[src/rtl/sfe_cfg.svh]
// Constants for the serial flash erase and suspend sequencer
`ifndef SFE_CFG_SVH
`define SFE_CFG_SVH

// ==========================================================
// Status and flag status bit positions
`define SFE_SR_WIP        0
`define SFE_SR_WEL        1
`define SFE_FSR_PROT      1
`define SFE_FSR_PSUS      2
`define SFE_FSR_PERR      4
`define SFE_FSR_EERR      5
`define SFE_FSR_ESUS      6
`define SFE_FSR_READY     7
`define SFE_FSR_RESET     8'h80

// ==========================================================
// Fixed command codes and framing
`define SFE_OP_WREN       8'h06
`define SFE_OP_WRDI       8'h04
`define SFE_CMD_BITS      8
`define SFE_SUB_SPAN      12
`define SFE_SECT_SPAN     16

// ==========================================================
// Timing, least times rounded up to whole cycles
`define SFE_CLK_NS        40
`define SFE_SLAT_ERASE_NS 15000
`define SFE_SLAT_PROG_NS  7000
`define SFE_SLAT_ERASE_CYC ((`SFE_SLAT_ERASE_NS + `SFE_CLK_NS - 1) / `SFE_CLK_NS)
`define SFE_SLAT_PROG_CYC  ((`SFE_SLAT_PROG_NS + `SFE_CLK_NS - 1) / `SFE_CLK_NS)

`endif

[src/rtl/sfe_pkg.sv]
// Types shared by the serial flash erase and suspend sequencer
package sfe_pkg;

   // ==========================================================
   // Per-operation slot state
   typedef enum logic [2:0] {
      SFE_IDLE,
      SFE_RUN,
      SFE_LAT,
      SFE_SUSP,
      SFE_CHK
   } sfe_slot_st_t;

   // ==========================================================
   // Erase extent
   typedef enum logic [1:0] {
      SFE_K_SUB,
      SFE_K_SECT,
      SFE_K_BULK
   } sfe_kind_t;

endpackage

[src/rtl/sfe_tmr_if.sv]
// Carrier between the sequencer and its operation timers
`timescale 1ns/100ps
interface sfe_tmr_if #(parameter int CW = 32);
   logic [1:0]         load;
   logic [1:0]         run;
   logic [1:0][CW-1:0] load_val;
   logic [1:0][CW-1:0] left;

   modport ctrl  (output load, output run, output load_val, input left);
   modport timer (input load, input run, input load_val, output left);
endinterface

[src/rtl/sfe_erase_ctrl.sv]
// Erase, program and suspend/resume command sequencer of a serial NOR flash
// Summary of operation
// - Subsector erase clears its whole subsector to FFh; any inner address selects it.
// - Each address bit is captured on a rising serial clock edge.
// - Accepted erases start at chip select rise and run self-timed for their duration.
// - With write enable latch clear, an erase is ignored and no flag is set.
// - While erasing, write-in-progress is one and the latch is cleared.
// - An erase timeout clears the latch and sets the erase error flag.
// - Chip select rising off the byte boundary: no erase, no flags, latch kept.
// - Erase to a protected region is refused; latch kept; flags 1 and 5 set.
// - Sector erase clears its whole sector; any inner address selects it.
// - Bulk erase takes no address; refused with flags 1 and 5 if any sector locked.
// - Suspend during program sets flag 2 now and flag 7 after the latency.
// - Suspend during erase sets flag 6 now and flag 7 after the latency.
// - If less time remains than the latency, finish instead and clear flag 2 or 6.
// - Suspend state is volatile; flag status comes up as 80h.
// - During erase suspend, other sectors accept program; suspended region reads undefined.
// - Program to the erase-suspended region is ignored, sets flag 4, latch unchanged.
// - Resume sets write-in-progress, clears ready; ignored when nothing is suspended.
// - One nesting level: first resume restarts the program, second the erase.
`timescale 1ns/100ps
`include "sfe_cfg.svh"
module sfe_erase_ctrl #(
   parameter int         ADDR_W    = 24,
   parameter int         CW        = 32,
   parameter int         SUB_CYC   = 10000,     // subsector_erase_time in cycles
   parameter int         SECT_CYC  = 40000,     // sector_erase_time in cycles
   parameter int         BULK_CYC  = 200000,    // bulk_erase_time in cycles
   parameter int         PROG_CYC  = 2000,
   parameter int         TOUT_CYC  = 20000,
   parameter logic [7:0] OP_SUB    = 8'h20,
   parameter logic [7:0] OP_SECT   = 8'hD8,
   parameter logic [7:0] OP_BULK   = 8'hC7,
   parameter logic [7:0] OP_PROG   = 8'h02,
   parameter logic [7:0] OP_SUSP   = 8'h75,
   parameter logic [7:0] OP_RESUME = 8'h7A,
   parameter logic [7:0] OP_CLRFSR = 8'h50
) (
   // Clock and reset
   input  wire logic                          clk_sys_in,
   input  wire logic                          rst_in,
   // Serial link pins, asynchronous to clk_sys_in
   input  wire logic                          cs_n_in,
   input  wire logic                          sclk_in,
   input  wire logic                          serial_line_zero_in,
   // Protection and array answers
   input  wire logic [(1<<(ADDR_W-16))-1:0]   sector_lock_in,
   input  wire logic                          array_ok_in,
   input  wire logic [ADDR_W-1:0]             rd_addr_in,
   // Array commands
   output logic                               erase_start_out,
   output logic [ADDR_W-1:0]                  erase_base_out,
   output logic [1:0]                         erase_kind_out,
   output logic                               prog_start_out,
   output logic [ADDR_W-1:0]                  prog_addr_out,
   output logic [1:0]                         array_pause_out,
   output logic                               rd_undef_out,
   // Status
   output logic [7:0]                         status_out,
   output logic [7:0]                         flag_status_out
);

   localparam int         NSECT     = 1 << (ADDR_W - 16);
   localparam logic [15:0] ADDR_BITS = 16'(`SFE_CMD_BITS + ADDR_W);

   typedef struct packed {
      logic                        sclk_m, sclk_s, sclk_d;
      logic                        cs_m, cs_s, cs_d;
      logic                        si_m, si_s;
      logic [7:0]                  opcode;
      logic [ADDR_W-1:0]           addr;
      logic [15:0]                 bits;
      logic                        wel;
      logic [7:0]                  fsr;
      sfe_pkg::sfe_slot_st_t [1:0] st;
      logic [ADDR_W-1:0]           ebase;
      sfe_pkg::sfe_kind_t          ekind;
      logic [ADDR_W-1:0]           paddr;
      logic [15:0]                 lat;
      logic                        erase_go, prog_go, rd_undef;
      logic [1:0]                  pause;
   } sfe_state_t;

   sfe_state_t r_reg;
   sfe_state_t r_next;
   sfe_tmr_if #(.CW(CW)) tmr ();

   // ==========================================================
   // Helpers
   function automatic logic [ADDR_W-1:0] span_mask(input sfe_pkg::sfe_kind_t k);
      logic [ADDR_W-1:0] m;
      m = '1;
      if (k == sfe_pkg::SFE_K_SUB) begin
         m = ADDR_W'((1 << `SFE_SUB_SPAN) - 1);
      end else if (k == sfe_pkg::SFE_K_SECT) begin
         m = ADDR_W'((1 << `SFE_SECT_SPAN) - 1);
      end
      return m;
   endfunction

   function automatic logic locked(input logic [ADDR_W-1:0] a,
                                   input logic [NSECT-1:0]  lk);
      return lk[a[ADDR_W-1:16]];
   endfunction

   function automatic logic in_region(input logic [ADDR_W-1:0] a,
                                      input logic [ADDR_W-1:0] base,
                                      input sfe_pkg::sfe_kind_t k);
      return (a & ~span_mask(k)) == base;
   endfunction

   // Slot 0 is the erase, slot 1 the program
   function automatic int susp_bit(input int s);
      return (s == 0) ? `SFE_FSR_ESUS : `SFE_FSR_PSUS;
   endfunction

   function automatic int err_bit(input int s);
      return (s == 0) ? `SFE_FSR_EERR : `SFE_FSR_PERR;
   endfunction

   // ==========================================================
   // Next-state logic
   always_comb begin
      logic sclk_rise;
      logic cs_rise;
      logic busy;
      logic act;
      int   ss;
      sfe_pkg::sfe_kind_t kd;
      r_next       = r_reg;
      tmr.load     = '0;
      tmr.run      = '0;
      tmr.load_val = '0;
      ss           = 0;
      kd           = sfe_pkg::SFE_K_SUB;
      act          = 1'b0;
      busy         = 1'b0;
      sclk_rise    = r_reg.sclk_s & ~r_reg.sclk_d;
      cs_rise      = r_reg.cs_s & ~r_reg.cs_d;

      // Pins pass two flops; clock and select edges compare the second stage with a third, delayed flop
      r_next.sclk_m = sclk_in;
      r_next.sclk_s = r_reg.sclk_m;
      r_next.sclk_d = r_reg.sclk_s;
      r_next.cs_m   = cs_n_in;
      r_next.cs_s   = r_reg.cs_m;
      r_next.cs_d   = r_reg.cs_s;
      r_next.si_m   = serial_line_zero_in;
      r_next.si_s   = r_reg.si_m;
      r_next.erase_go = 1'b0;
      r_next.prog_go  = 1'b0;

      // Shift in code then address while selected
      if (~r_reg.cs_s & r_reg.cs_d) begin
         r_next.bits = '0;
      end else if (~r_reg.cs_s && sclk_rise) begin
         if (r_reg.bits < 16'(`SFE_CMD_BITS)) begin
            r_next.opcode = {r_reg.opcode[6:0], r_reg.si_s};
         end else if (r_reg.bits < ADDR_BITS) begin
            r_next.addr = {r_reg.addr[ADDR_W-2:0], r_reg.si_s};
         end
         if (r_reg.bits != '1) begin
            r_next.bits = r_reg.bits + 16'h0001;
         end
      end

      // Error clear goes first so a same-cycle error set wins
      if (cs_rise && r_reg.opcode == OP_CLRFSR && r_reg.bits == 16'(`SFE_CMD_BITS)) begin
         r_next.fsr[`SFE_FSR_PROT] = 1'b0;
         r_next.fsr[`SFE_FSR_PERR] = 1'b0;
         r_next.fsr[`SFE_FSR_EERR] = 1'b0;
      end

      // Slot sequencing: run, latency, suspended, completion check
      for (int s = 0; s < 2; s++) begin
         case (r_reg.st[s])
            sfe_pkg::SFE_RUN, sfe_pkg::SFE_LAT: begin
               tmr.run[s] = 1'b1;
               if (tmr.left[s] == '0) begin
                  r_next.fsr[susp_bit(s)] = 1'b0;
                  if (array_ok_in) begin
                     r_next.st[s] = sfe_pkg::SFE_IDLE;
                  end else begin
                     r_next.st[s]       = sfe_pkg::SFE_CHK;
                     tmr.load[s]        = 1'b1;
                     tmr.load_val[s]    = CW'(TOUT_CYC);
                  end
               end else if (r_reg.st[s] == sfe_pkg::SFE_LAT) begin
                  r_next.lat = r_reg.lat - 16'h0001;
                  if (r_reg.lat == 16'h0001) begin
                     r_next.st[s] = sfe_pkg::SFE_SUSP;
                  end
               end
            end
            sfe_pkg::SFE_CHK: begin
               tmr.run[s] = 1'b1;
               if (array_ok_in) begin
                  r_next.st[s] = sfe_pkg::SFE_IDLE;
               end else if (tmr.left[s] == '0) begin
                  r_next.st[s]           = sfe_pkg::SFE_IDLE;
                  r_next.wel             = 1'b0;
                  r_next.fsr[err_bit(s)] = 1'b1;
               end
            end
            default: begin
            end
         endcase
      end

      for (int s = 0; s < 2; s++) begin
         if (r_next.st[s] inside {sfe_pkg::SFE_RUN, sfe_pkg::SFE_LAT, sfe_pkg::SFE_CHK}) begin
            busy = 1'b1;
         end
      end

      // Commands take effect at chip select rise
      if (cs_rise) begin
         if (r_reg.opcode == `SFE_OP_WREN && r_reg.bits == 16'(`SFE_CMD_BITS)) begin
            r_next.wel = 1'b1;
         end else if (r_reg.opcode == `SFE_OP_WRDI && r_reg.bits == 16'(`SFE_CMD_BITS)) begin
            r_next.wel = 1'b0;
         end else if (r_reg.opcode == OP_SUB || r_reg.opcode == OP_SECT || r_reg.opcode == OP_BULK) begin
            kd = (r_reg.opcode == OP_SUB)  ? sfe_pkg::SFE_K_SUB :
                 (r_reg.opcode == OP_SECT) ? sfe_pkg::SFE_K_SECT : sfe_pkg::SFE_K_BULK;
            // Off-boundary framing or a clear latch: nothing at all
            if (r_reg.bits == ((kd == sfe_pkg::SFE_K_BULK) ? 16'(`SFE_CMD_BITS) : ADDR_BITS)
                && r_reg.wel && !busy
                && r_next.st[0] == sfe_pkg::SFE_IDLE && r_next.st[1] == sfe_pkg::SFE_IDLE) begin
               if ((kd == sfe_pkg::SFE_K_BULK) ? (|sector_lock_in)
                                               : locked(r_reg.addr, sector_lock_in)) begin
                  r_next.fsr[`SFE_FSR_PROT] = 1'b1;
                  r_next.fsr[`SFE_FSR_EERR] = 1'b1;
               end else begin
                  r_next.st[0]       = sfe_pkg::SFE_RUN;
                  r_next.wel         = 1'b0;
                  r_next.ekind       = kd;
                  r_next.ebase       = r_reg.addr & ~span_mask(kd);
                  r_next.erase_go    = 1'b1;
                  busy               = 1'b1;
                  tmr.load[0]        = 1'b1;
                  tmr.load_val[0]    = (kd == sfe_pkg::SFE_K_SUB)  ? CW'(SUB_CYC) :
                                       (kd == sfe_pkg::SFE_K_SECT) ? CW'(SECT_CYC) : CW'(BULK_CYC);
               end
            end
         end else if (r_reg.opcode == OP_PROG) begin
            if (r_reg.bits >= ADDR_BITS + 16'h0008 && r_reg.bits[2:0] == 3'h0
                && r_reg.wel && !busy && r_next.st[1] == sfe_pkg::SFE_IDLE) begin
               if (r_next.st[0] == sfe_pkg::SFE_SUSP
                   && in_region(r_reg.addr, r_reg.ebase, r_reg.ekind)) begin
                  r_next.fsr[`SFE_FSR_PERR] = 1'b1;
               end else if (locked(r_reg.addr, sector_lock_in)) begin
                  r_next.fsr[`SFE_FSR_PROT] = 1'b1;
                  r_next.fsr[`SFE_FSR_PERR] = 1'b1;
               end else begin
                  r_next.st[1]    = sfe_pkg::SFE_RUN;
                  r_next.wel      = 1'b0;
                  r_next.paddr    = r_reg.addr;
                  r_next.prog_go  = 1'b1;
                  busy            = 1'b1;
                  tmr.load[1]     = 1'b1;
                  tmr.load_val[1] = CW'(PROG_CYC);
               end
            end
         end else if (r_reg.opcode == OP_SUSP && r_reg.bits == 16'(`SFE_CMD_BITS)) begin
            // Only a running operation can be suspended
            if (r_next.st[1] == sfe_pkg::SFE_RUN) begin
               ss  = 1;
               act = 1'b1;
            end else if (r_next.st[0] == sfe_pkg::SFE_RUN) begin
               ss  = 0;
               act = 1'b1;
            end
            if (act) begin
               r_next.fsr[susp_bit(ss)] = 1'b1;
               if (tmr.left[ss] >= CW'((ss == 1) ? `SFE_SLAT_PROG_CYC : `SFE_SLAT_ERASE_CYC)) begin
                  r_next.st[ss] = sfe_pkg::SFE_LAT;
                  r_next.lat    = 16'((ss == 1) ? `SFE_SLAT_PROG_CYC : `SFE_SLAT_ERASE_CYC);
               end
            end
         end else if (r_reg.opcode == OP_RESUME && r_reg.bits == 16'(`SFE_CMD_BITS) && !busy) begin
            // Inner program resumes before the outer erase
            if (r_next.st[1] == sfe_pkg::SFE_SUSP) begin
               r_next.st[1]              = sfe_pkg::SFE_RUN;
               r_next.fsr[`SFE_FSR_PSUS] = 1'b0;
               busy                      = 1'b1;
            end else if (r_next.st[0] == sfe_pkg::SFE_SUSP) begin
               r_next.st[0]              = sfe_pkg::SFE_RUN;
               r_next.fsr[`SFE_FSR_ESUS] = 1'b0;
               busy                      = 1'b1;
            end
         end
      end

      // Ready follows busy, so resume drops it and suspend raises it
      r_next.fsr[`SFE_FSR_READY] = ~busy;
      r_next.pause    = {r_next.st[1] == sfe_pkg::SFE_SUSP, r_next.st[0] == sfe_pkg::SFE_SUSP};
      r_next.rd_undef = (r_next.st[0] == sfe_pkg::SFE_SUSP)
                        && in_region(rd_addr_in, r_next.ebase, r_next.ekind);
   end

   // ==========================================================
   // State register; no suspend survives reset
   always_ff @(posedge clk_sys_in or posedge rst_in) begin
      if (rst_in) begin
         r_reg      <= '0;
         r_reg.cs_m <= 1'b1;
         r_reg.cs_s <= 1'b1;
         r_reg.cs_d <= 1'b1;
         r_reg.fsr  <= `SFE_FSR_RESET;
      end else begin
         r_reg <= r_next;
      end
   end

   sfe_op_timer #(.CW(CW)) u_timer (
      .clk_sys_in (clk_sys_in),
      .rst_in     (rst_in),
      .tmr        (tmr.timer)
   );

   // ==========================================================
   // Outputs straight from flops
   assign erase_start_out = r_reg.erase_go;
   assign erase_base_out  = r_reg.ebase;
   assign erase_kind_out  = r_reg.ekind;
   assign prog_start_out  = r_reg.prog_go;
   assign prog_addr_out   = r_reg.paddr;
   assign array_pause_out = r_reg.pause;
   assign rd_undef_out    = r_reg.rd_undef;
   assign flag_status_out = r_reg.fsr;
   assign status_out      = {6'h00, r_reg.wel, ~r_reg.fsr[`SFE_FSR_READY]};

endmodule

[src/rtl/sfe_op_timer.sv]
// Two down-counters: slot 0 times erases, slot 1 times programs
`timescale 1ns/100ps
module sfe_op_timer #(
   parameter int CW = 32
) (
   // Clock and reset
   input  wire logic clk_sys_in,
   input  wire logic rst_in,
   // Control side
   sfe_tmr_if.timer  tmr
);

   typedef struct packed {
      logic [1:0][CW-1:0] cnt;
   } sfe_tmr_state_t;

   sfe_tmr_state_t r_reg;
   sfe_tmr_state_t r_next;

   // ==========================================================
   // Load wins over counting; a frozen slot keeps its remainder
   always_comb begin
      r_next = r_reg;
      for (int s = 0; s < 2; s++) begin
         if (tmr.load[s]) begin
            r_next.cnt[s] = tmr.load_val[s];
         end else if (tmr.run[s] && (r_reg.cnt[s] != '0)) begin
            r_next.cnt[s] = r_reg.cnt[s] - CW'(1);
         end
      end
   end

   // State register
   always_ff @(posedge clk_sys_in or posedge rst_in) begin
      if (rst_in) begin
         r_reg <= '0;
      end else begin
         r_reg <= r_next;
      end
   end

   assign tmr.left = r_reg.cnt;

endmodule

[config.mk]
export PLATFORM = sky130hd
export DESIGN_NAME = sfe_erase_ctrl
export DESIGN_NICKNAME = d
export VERILOG_FILES = /design/src/rtl/sfe_pkg.sv /design/src/rtl/sfe_tmr_if.sv /design/src/rtl/sfe_erase_ctrl.sv /design/src/rtl/sfe_op_timer.sv
export VERILOG_INCLUDE_DIRS = /design/src /design/src/rtl
export SDC_FILE = /design/constraint.sdc
export NUM_CORES = 1
export LEC_CHECK = 0
export ABC_AREA = 1
export ABC_CLOCK_PERIOD_IN_PS = 10650
export BUFFER_PORTS_ARGS = -buffer_cell sky130_fd_sc_hd__buf_2
export CAP_MARGIN = 20
export CORE_UTILIZATION = 42
export CTS_CLUSTER_SIZE = 14
export DETAILED_ROUTE_END_ITERATION = 10
export PLACE_DENSITY_LB_ADDON = 0.05
export SYNTH_ARGS = -nofsm -noshare
export SYNTH_HDL_FRONTEND = slang
export SYNTH_HIERARCHICAL = 1
export SYNTH_SLANG_ARGS = --single-unit
[constraint.sdc]
create_clock -name clk_sys_in -period 10.65 [get_ports clk_sys_in]
set_input_delay 1.5975 -clock clk_sys_in [delete_from_list [all_inputs] [get_ports clk_sys_in]]
set_output_delay 1.5975 -clock clk_sys_in [all_outputs]
set_load 0.02 [all_outputs]
==> results.toml, run 1 <==
[floorplanning]
core-area_um2 = 37700
design.die.area_um2 = 39000
std_cell_rows = 71
die_w_um = 198
initial_core_util_pct = 42.6
ioPinCount = 357
die_y_um = 198

[run]
max_cap_viol_count = 0

[synthesis]
synth_edf_count = 0
synth_top_family_by_area = "simple AND/OR/NAND/NOR gates"
synth.yosys.seq_area_share_pct = 31.8
synth_warnings = 6
syn_avg_cell_area_um2 = 6.34
synthMuxAreaShare_pct = 0
synth_xor_area_share_pct = 2.51
synthAdderAreaFrac_pct = 0.468
synth-compound-area-share_pct = 6.37
synth_area_um2 = 16100
ys_ff_latch = 204
synth_ff_type = "dfrtp_1"
synth.distinct_cells = 65
synth-simple-area-share_pct = 46.7
async_flop_share_pct = 100
synthCells = 2531

[placed_design]
gp_congestion = 0.939
place_hpwl_um = 43200
placedCellCount = 3274
io_buffers = 336
place_ws_ns = 4.66
placement.cell_area_um2 = 17600

[route]
drcViolationCount = 0
initialDrtViolationCount = 1260
wl_per_cell_um = 17.0
viasPerCell = 5.19
antenna_left = 0
drt-total-wl_um = 56600
first_pass_iters = 5
via_count = 17200

[status]
outcome = "finished, final reports clean"

[worst_hold_path]
min_to = "r_reg[134]"
hold_depth = 0
hp-class = "flip-flop to flip-flop"
hold_start = "r_next[134]"

[worst_setup_path]
cp_common_cell = "nand2_1"
r2r_end = "u_timer/tmr.left[47]"
crit_arrival_ns = 6.10
cp_max_fo = 50
r2r_start = "r_reg[121]"
required_ns = 11.06
max_stage_delay_ns = 0.88
critPathKind = "flip-flop to flip-flop"
ff2ff_setup_slack_ns = 4.96
end_kind = "flip-flop"
cp_slowest_cell = "dfrtp_1"
startpoint_type = "flip-flop"
worst-r2r-cell-count = 16
crit_chain = "inv_1 > o21ai_0 > o31ai_1 > a211oi_1 > nand4_1 > a221oi_1 > nand4_1 > nand2_1 > nor2_4 > inv_2 > nand2_1 > buf_4 > inv_1 > nand2_2 > nand2_1 > o21ai_2"

[power]
ir_drop_uv = 120
p_int_mw = 1.72
swShare_pct = 37.8
p_seq_share_pct = 35.1
power_frac_clock_pct = 32.3
p_switching_mw = 1.04
p_per_area_nw_per_um2 = 150
p_leak_nw = 9.21
p_comb_share_pct = 32.6

[clock_tree]
clock_latency_ns = 0.53
cts_tree = "done"
cts_buffers = 25
clkSlewWorstSetupHoldPaths_ns = 0.06
post_cts_resized = 0
cts_buffer_depth = 3
cts.sinks = 204
hold_buffers = 0
cts_max_level = 1
post_cts_buffers = 0
ctsRootBufferMaster = "clkbuf_16"

[timing]
hold_viol = 0
tns_ns = 0
worst_slack_ns = 4.96
period_share_pct = 53.4
slew_headroom_pct = 22.9
holdWs_ns = 0.351
drv_slew = 0
worst_clock_skew_ns = 0.0199
layout_min_cycle_time_ns = 5.69
worst_pin_slew_ns = 1.15
finalSetupViolCount = 0
grt_setup_unrepaired = "false"
fmax_mhz = 176

[global_routing]
grt_pass1_vias = 16000
antenna_found_initial = 7
grt_max_degree = 110
overflow = 0
grt_pass1_wl_um = 88300
grt_usage_pct = 28.8

[final_layout]
stdcell_count = 3324
largest_register_ffs = 73
num-fill-cells = 4007
syn_to_final_growth_pct = 14.8
stdcell_area_um2 = 18400
layout-drive-gt1-share_pct = 16.8
final_common_cell = "nand2_1"
layout_common_cells = "nand2_1, nand3_1, buf_2"
finalNetCount = 3082
==> cells in the mapped netlist (all sizes together), types with 2 or more instances <==
library cell  instances  area, µm²
nand4                52        340
or2                   6       40.0
nor4                 46        288
dfstp                 4        105
nor2                331       1390
or4                   5       37.5
o21bai                4       30.0
inv                 230        866
xnor2                21        184
nand3               420       2110
nor3b                 2       15.0
o211ai                2       15.0
nor3                 32        165
ha                    6       75.1
clkbuf               32        120
o2111ai               2       17.5
buf                 131        956
o311ai                2       17.5
a21oi                22        114
xor2                 25        219
and3                  2       12.5
o21ai               126        676
nand3b                4       30.0
and3b                 2       17.5
a31oi                 3       25.0
nand2               800       3040
dfrtp               200       5000
o41ai                 2       17.5
==> how the worst max path moves through the flow <==
stage / startpoint / end / slack [ns] / depth (start not counted)
after floorplan: rst_in / array_pause_out[0] / 5.31 / 1
after global placement: sector_lock_in[29] / rd_undef_out / 4.75 / 16
after detailed placement: sector_lock_in[29] / rd_undef_out / 4.66 / 16
after CTS: r_reg[121] / u_timer/tmr.left[47] / 4.94 / 16
after global routing: r_reg[121] / u_timer/tmr.left[45] / 4.31 / 16
final: r_reg[121] / u_timer/tmr.left[47] / 4.96 / 16
==> power by group through the flow <==
| stage | Combinational, mW | Sequential, mW | Clock (mW) |
|---|---|---|---|
| after floorplan | 0.678 | 0.952 | 0 |
| after global placement | 0.879 | 0.979 | 0 |
| after detailed placement | 0.891 | 0.980 | 0 |
| after CTS | 0.895 | 0.968 | 0.914 |
| after global routing | 1.02 | 0.982 | 0.944 |
| final | 0.901 | 0.969 | 0.891 |
==> cell families (layout without fill, tap and decap cells) <==
group                      Yosys count  count (layout)
adders and majority gates            6               6
DFF                                204             204
other                                1              56
and+or+nand+nor                   1704            1704
buffers and inverters              394             621
xor gates and xnor gates            46              46
AOI/OAI and AO/OA                  176             176
==> critical path: cells and delay by family (launching register included) <==
family / cells / cell delay [ns]
buffers and inverters: 4 / 2.17
AND/OR/NAND/NOR: 7 / 1.32
AO/OA/AOI/OAI: 5 / 1.16
flip-flops: 1 / 0.88
==> final cells by class <==
type / count / area (µm²) / share of cell area (%)
antenna: 6 / 15.0 / 0.0814
clock buffer: 34 / 699 / 3.79
clock inverter: 10 / 153 / 0.828
inverter: 231 / 876 / 4.75
multi-input combinational: 1982 / 9190 / 49.8
sequential: 204 / 5110 / 27.7
tap: 511 / 639 / 3.47
timing repair buffer: 346 / 1760 / 9.53
==> metal layers <==
metal  share of wire, %  vias up  GRT usage, %
li1                   -     8639             -
met1                 44     7969          37.8
met2                 47      561          49.5
met3                6.2       65          3.79
met4                2.4        2          7.78
met5              0.023        -             0
==> per-stage QoR <==
stage	util, %	power, mW
final	49.0	2.76
after global routing	49.0	2.95
after CTS	48.9	2.78
after detailed placement	46.7	1.87
after global placement	46.7	1.86
after floorplan	-	1.63
Note: power is estimated with default switching activity, not from simulation.
==> run 2: changes to the inputs <==
Settings changed: ABC_CLOCK_PERIOD_IN_PS 10650 to 4900.
Clock period 10.65 ns to 4.9 ns, I/O delays scaled along.
==> run 2 against run 1 <==
  * Final area rose by 1.1%
  * Clock power is 140% higher
  * Sequential power is 120% higher
  * Routed wire length up 0.24%
  * Sequential share of layout area down 0.29 points
  * Critical path type unchanged
==> results.toml, run 2 (synthesis results as in run 1) <==
[clock_tree]
clkSlewWorstSetupHoldPaths_ns = 0.06
cts_buffers = 25
cts_buffer_depth = 3
cts_max_level = 1
ctsRootBufferMaster = "clkbuf_16"
cts.sinks = 204
hold_buffers = 0
post_cts_resized = 0
clock_latency_ns = 0.56
cts_tree = "done"
post_cts_buffers = 0

[power]
p_leak_nw = 9.30
power_mw = 6.15
ir_drop_uv = 265
p_per_area_nw_per_um2 = 330

[floorplanning]
die_y_um = 198
ioPinCount = 357
die_w_um = 198
std_cell_rows = 71
initial_core_util_pct = 42.6
core-area_um2 = 37700
design.die.area_um2 = 39000

[timing]
worst_clock_skew_ns = 0.0192
finalSetupViolCount = 0
grt_setup_unrepaired = "false"
tns_ns = 0
drv_slew = 0
worst_slack_ns = 0.596
hold_viol = 0
layout_min_cycle_time_ns = 4.30
fmax_mhz = 232
worst_pin_slew_ns = 1.07
slew_headroom_pct = 28.9
period_share_pct = 87.8

[worst_setup_path]
crit_arrival_ns = 4.77
startpoint_type = "flip-flop"
critPathKind = "flip-flop to flip-flop"
crit_chain = "inv_1 > nor2_1 > nand4_1 > inv_2 > nor2_2 > inv_2 > a31oi_2 > inv_1 > nor2_1 > nand2_1 > nor2_2 > inv_1 > nor2_4 > inv_2 > nand2_1 > inv_1 > nand2_2 > nand2_1 > o21ai_2"
r2r_end = "u_timer/tmr.left[32]"
max_stage_delay_ns = 0.51
cp_common_cell = "inv_1"
r2r_start = "r_reg[130]"
cp_slowest_cell = "inv_1"
ff2ff_setup_slack_ns = 0.60
cp_max_fo = 22
worst-r2r-cell-count = 19
required_ns = 5.36
end_kind = "flip-flop"

[final_layout]
finalNetCount = 3090
final_common_cell = "nand2_1"
layout-drive-gt1-share_pct = 17.1
syn_to_final_growth_pct = 16.1
largest_register_ffs = 73
layout_common_cells = "nand2_1, nand3_1, buf_2"
num-fill-cells = 4011

[placed_design]
place_hpwl_um = 43800
place_ws_ns = 0.206
gp_congestion = 0.968
io_buffers = 336

[global_routing]
grt_max_degree = 131
overflow = 0
antenna_found_initial = 13
grt_usage_pct = 28.7
grt_pass1_wl_um = 87900
grt_pass1_vias = 16100

[route]
drcViolationCount = 0
antenna_left = 0
via_count = 17300
wl_per_cell_um = 17.0
drt-total-wl_um = 56800
initialDrtViolationCount = 1227
viasPerCell = 5.19
first_pass_iters = 5

[worst_hold_path]
hp-class = "primary input to async pin"

[run]
max_cap_viol_count = 0

[status]
outcome = "finished, final reports clean"
## run 2: changes by cell type in the layout (fill, tap and decap cells not counted)
cell and change:
diode_2 +6, buf_4 +5, buf_12 +3, bufinv_16 +2
clkinv_2 -2, clkbuf_1 -1, clkinv_4 +1, clkinvlp_4 +1
inv_16 +1
## run 2: worst max-delay path: cells and delay by family (launching register included)
family / cells / cell delay, ns
flip-flops: 1 / 0.44
AND/OR/NAND/NOR: 10 / 2.25
buffers and inverters: 7 / 1.15
AO/OA/AOI/OAI: 2 / 0.38
## run 2: power by group
part	total [mW]	internal (mW)	switching [mW]
Clock	2.10	1.32	0.774
Sequential	2.11	1.87	0.241
Combinational	1.94	0.665	1.28
Total	6.15	3.86	2.29
## run 2: per-layer routing
metal	share of wire (%)	wire length (µm)	GRT usage (%)	up-vias
met4	4.1	2310	12.3	4
met2	46	25900	47.0	549
met5	0.035	20	0	-
met1	44	24800	37.2	7981
li1	-	-	-	8684
met3	6.6	3730	4.85	106
## run 2: layout make-up
| type | instances | area (µm²) | area share, % |
|---|---|---|---|
| diodes | 12 | 30.0 | 0.161 |
| clock buffers | 33 | 696 | 3.73 |
| clock inverters | 13 | 239 | 1.28 |
| inverters | 231 | 876 | 4.70 |
| multi-input cells | 1982 | 9190 | 49.3 |
| flip-flops and latches | 204 | 5110 | 27.4 |
| well taps | 511 | 639 | 3.43 |
| repair buffers | 354 | 1850 | 9.95 |
## run 2: per-stage QoR
| step | instance area, µm² | utilization (%) | hold slack, ns | cells |
|---|---|---|---|---|
| 6_report | 18600 | 49.5 | 0.235 | 3340 |
| 5_1_grt | 18600 | 49.5 | 0.262 | 3339 |
| 4_1_cts | 18600 | 49.4 | 0.240 | 3328 |
| 3_5_place_dp | 17700 | 46.9 | 0.344 | 3282 |
| 3_3_place_gp | 17700 | 46.9 | 0.334 | 3282 |
| 2_1_floorplan | 16200 | - | 0.331 | 2580 |
## run 2: how the worst max path moves through the flow
stage	from	endpoint	slack, ns	depth (start not counted)
floorplan	rst_in	array_pause_out[0]	0.42	1
global placement	sector_lock_in[29]	rd_undef_out	0.25	17
detailed placement	sector_lock_in[29]	rd_undef_out	0.21	17
CTS	r_reg[130]	u_timer/tmr.left[42]	0.65	19
global route	r_reg[130]	u_timer/tmr.left[33]	0.17	19
finish	r_reg[130]	u_timer/tmr.left[32]	0.60	19
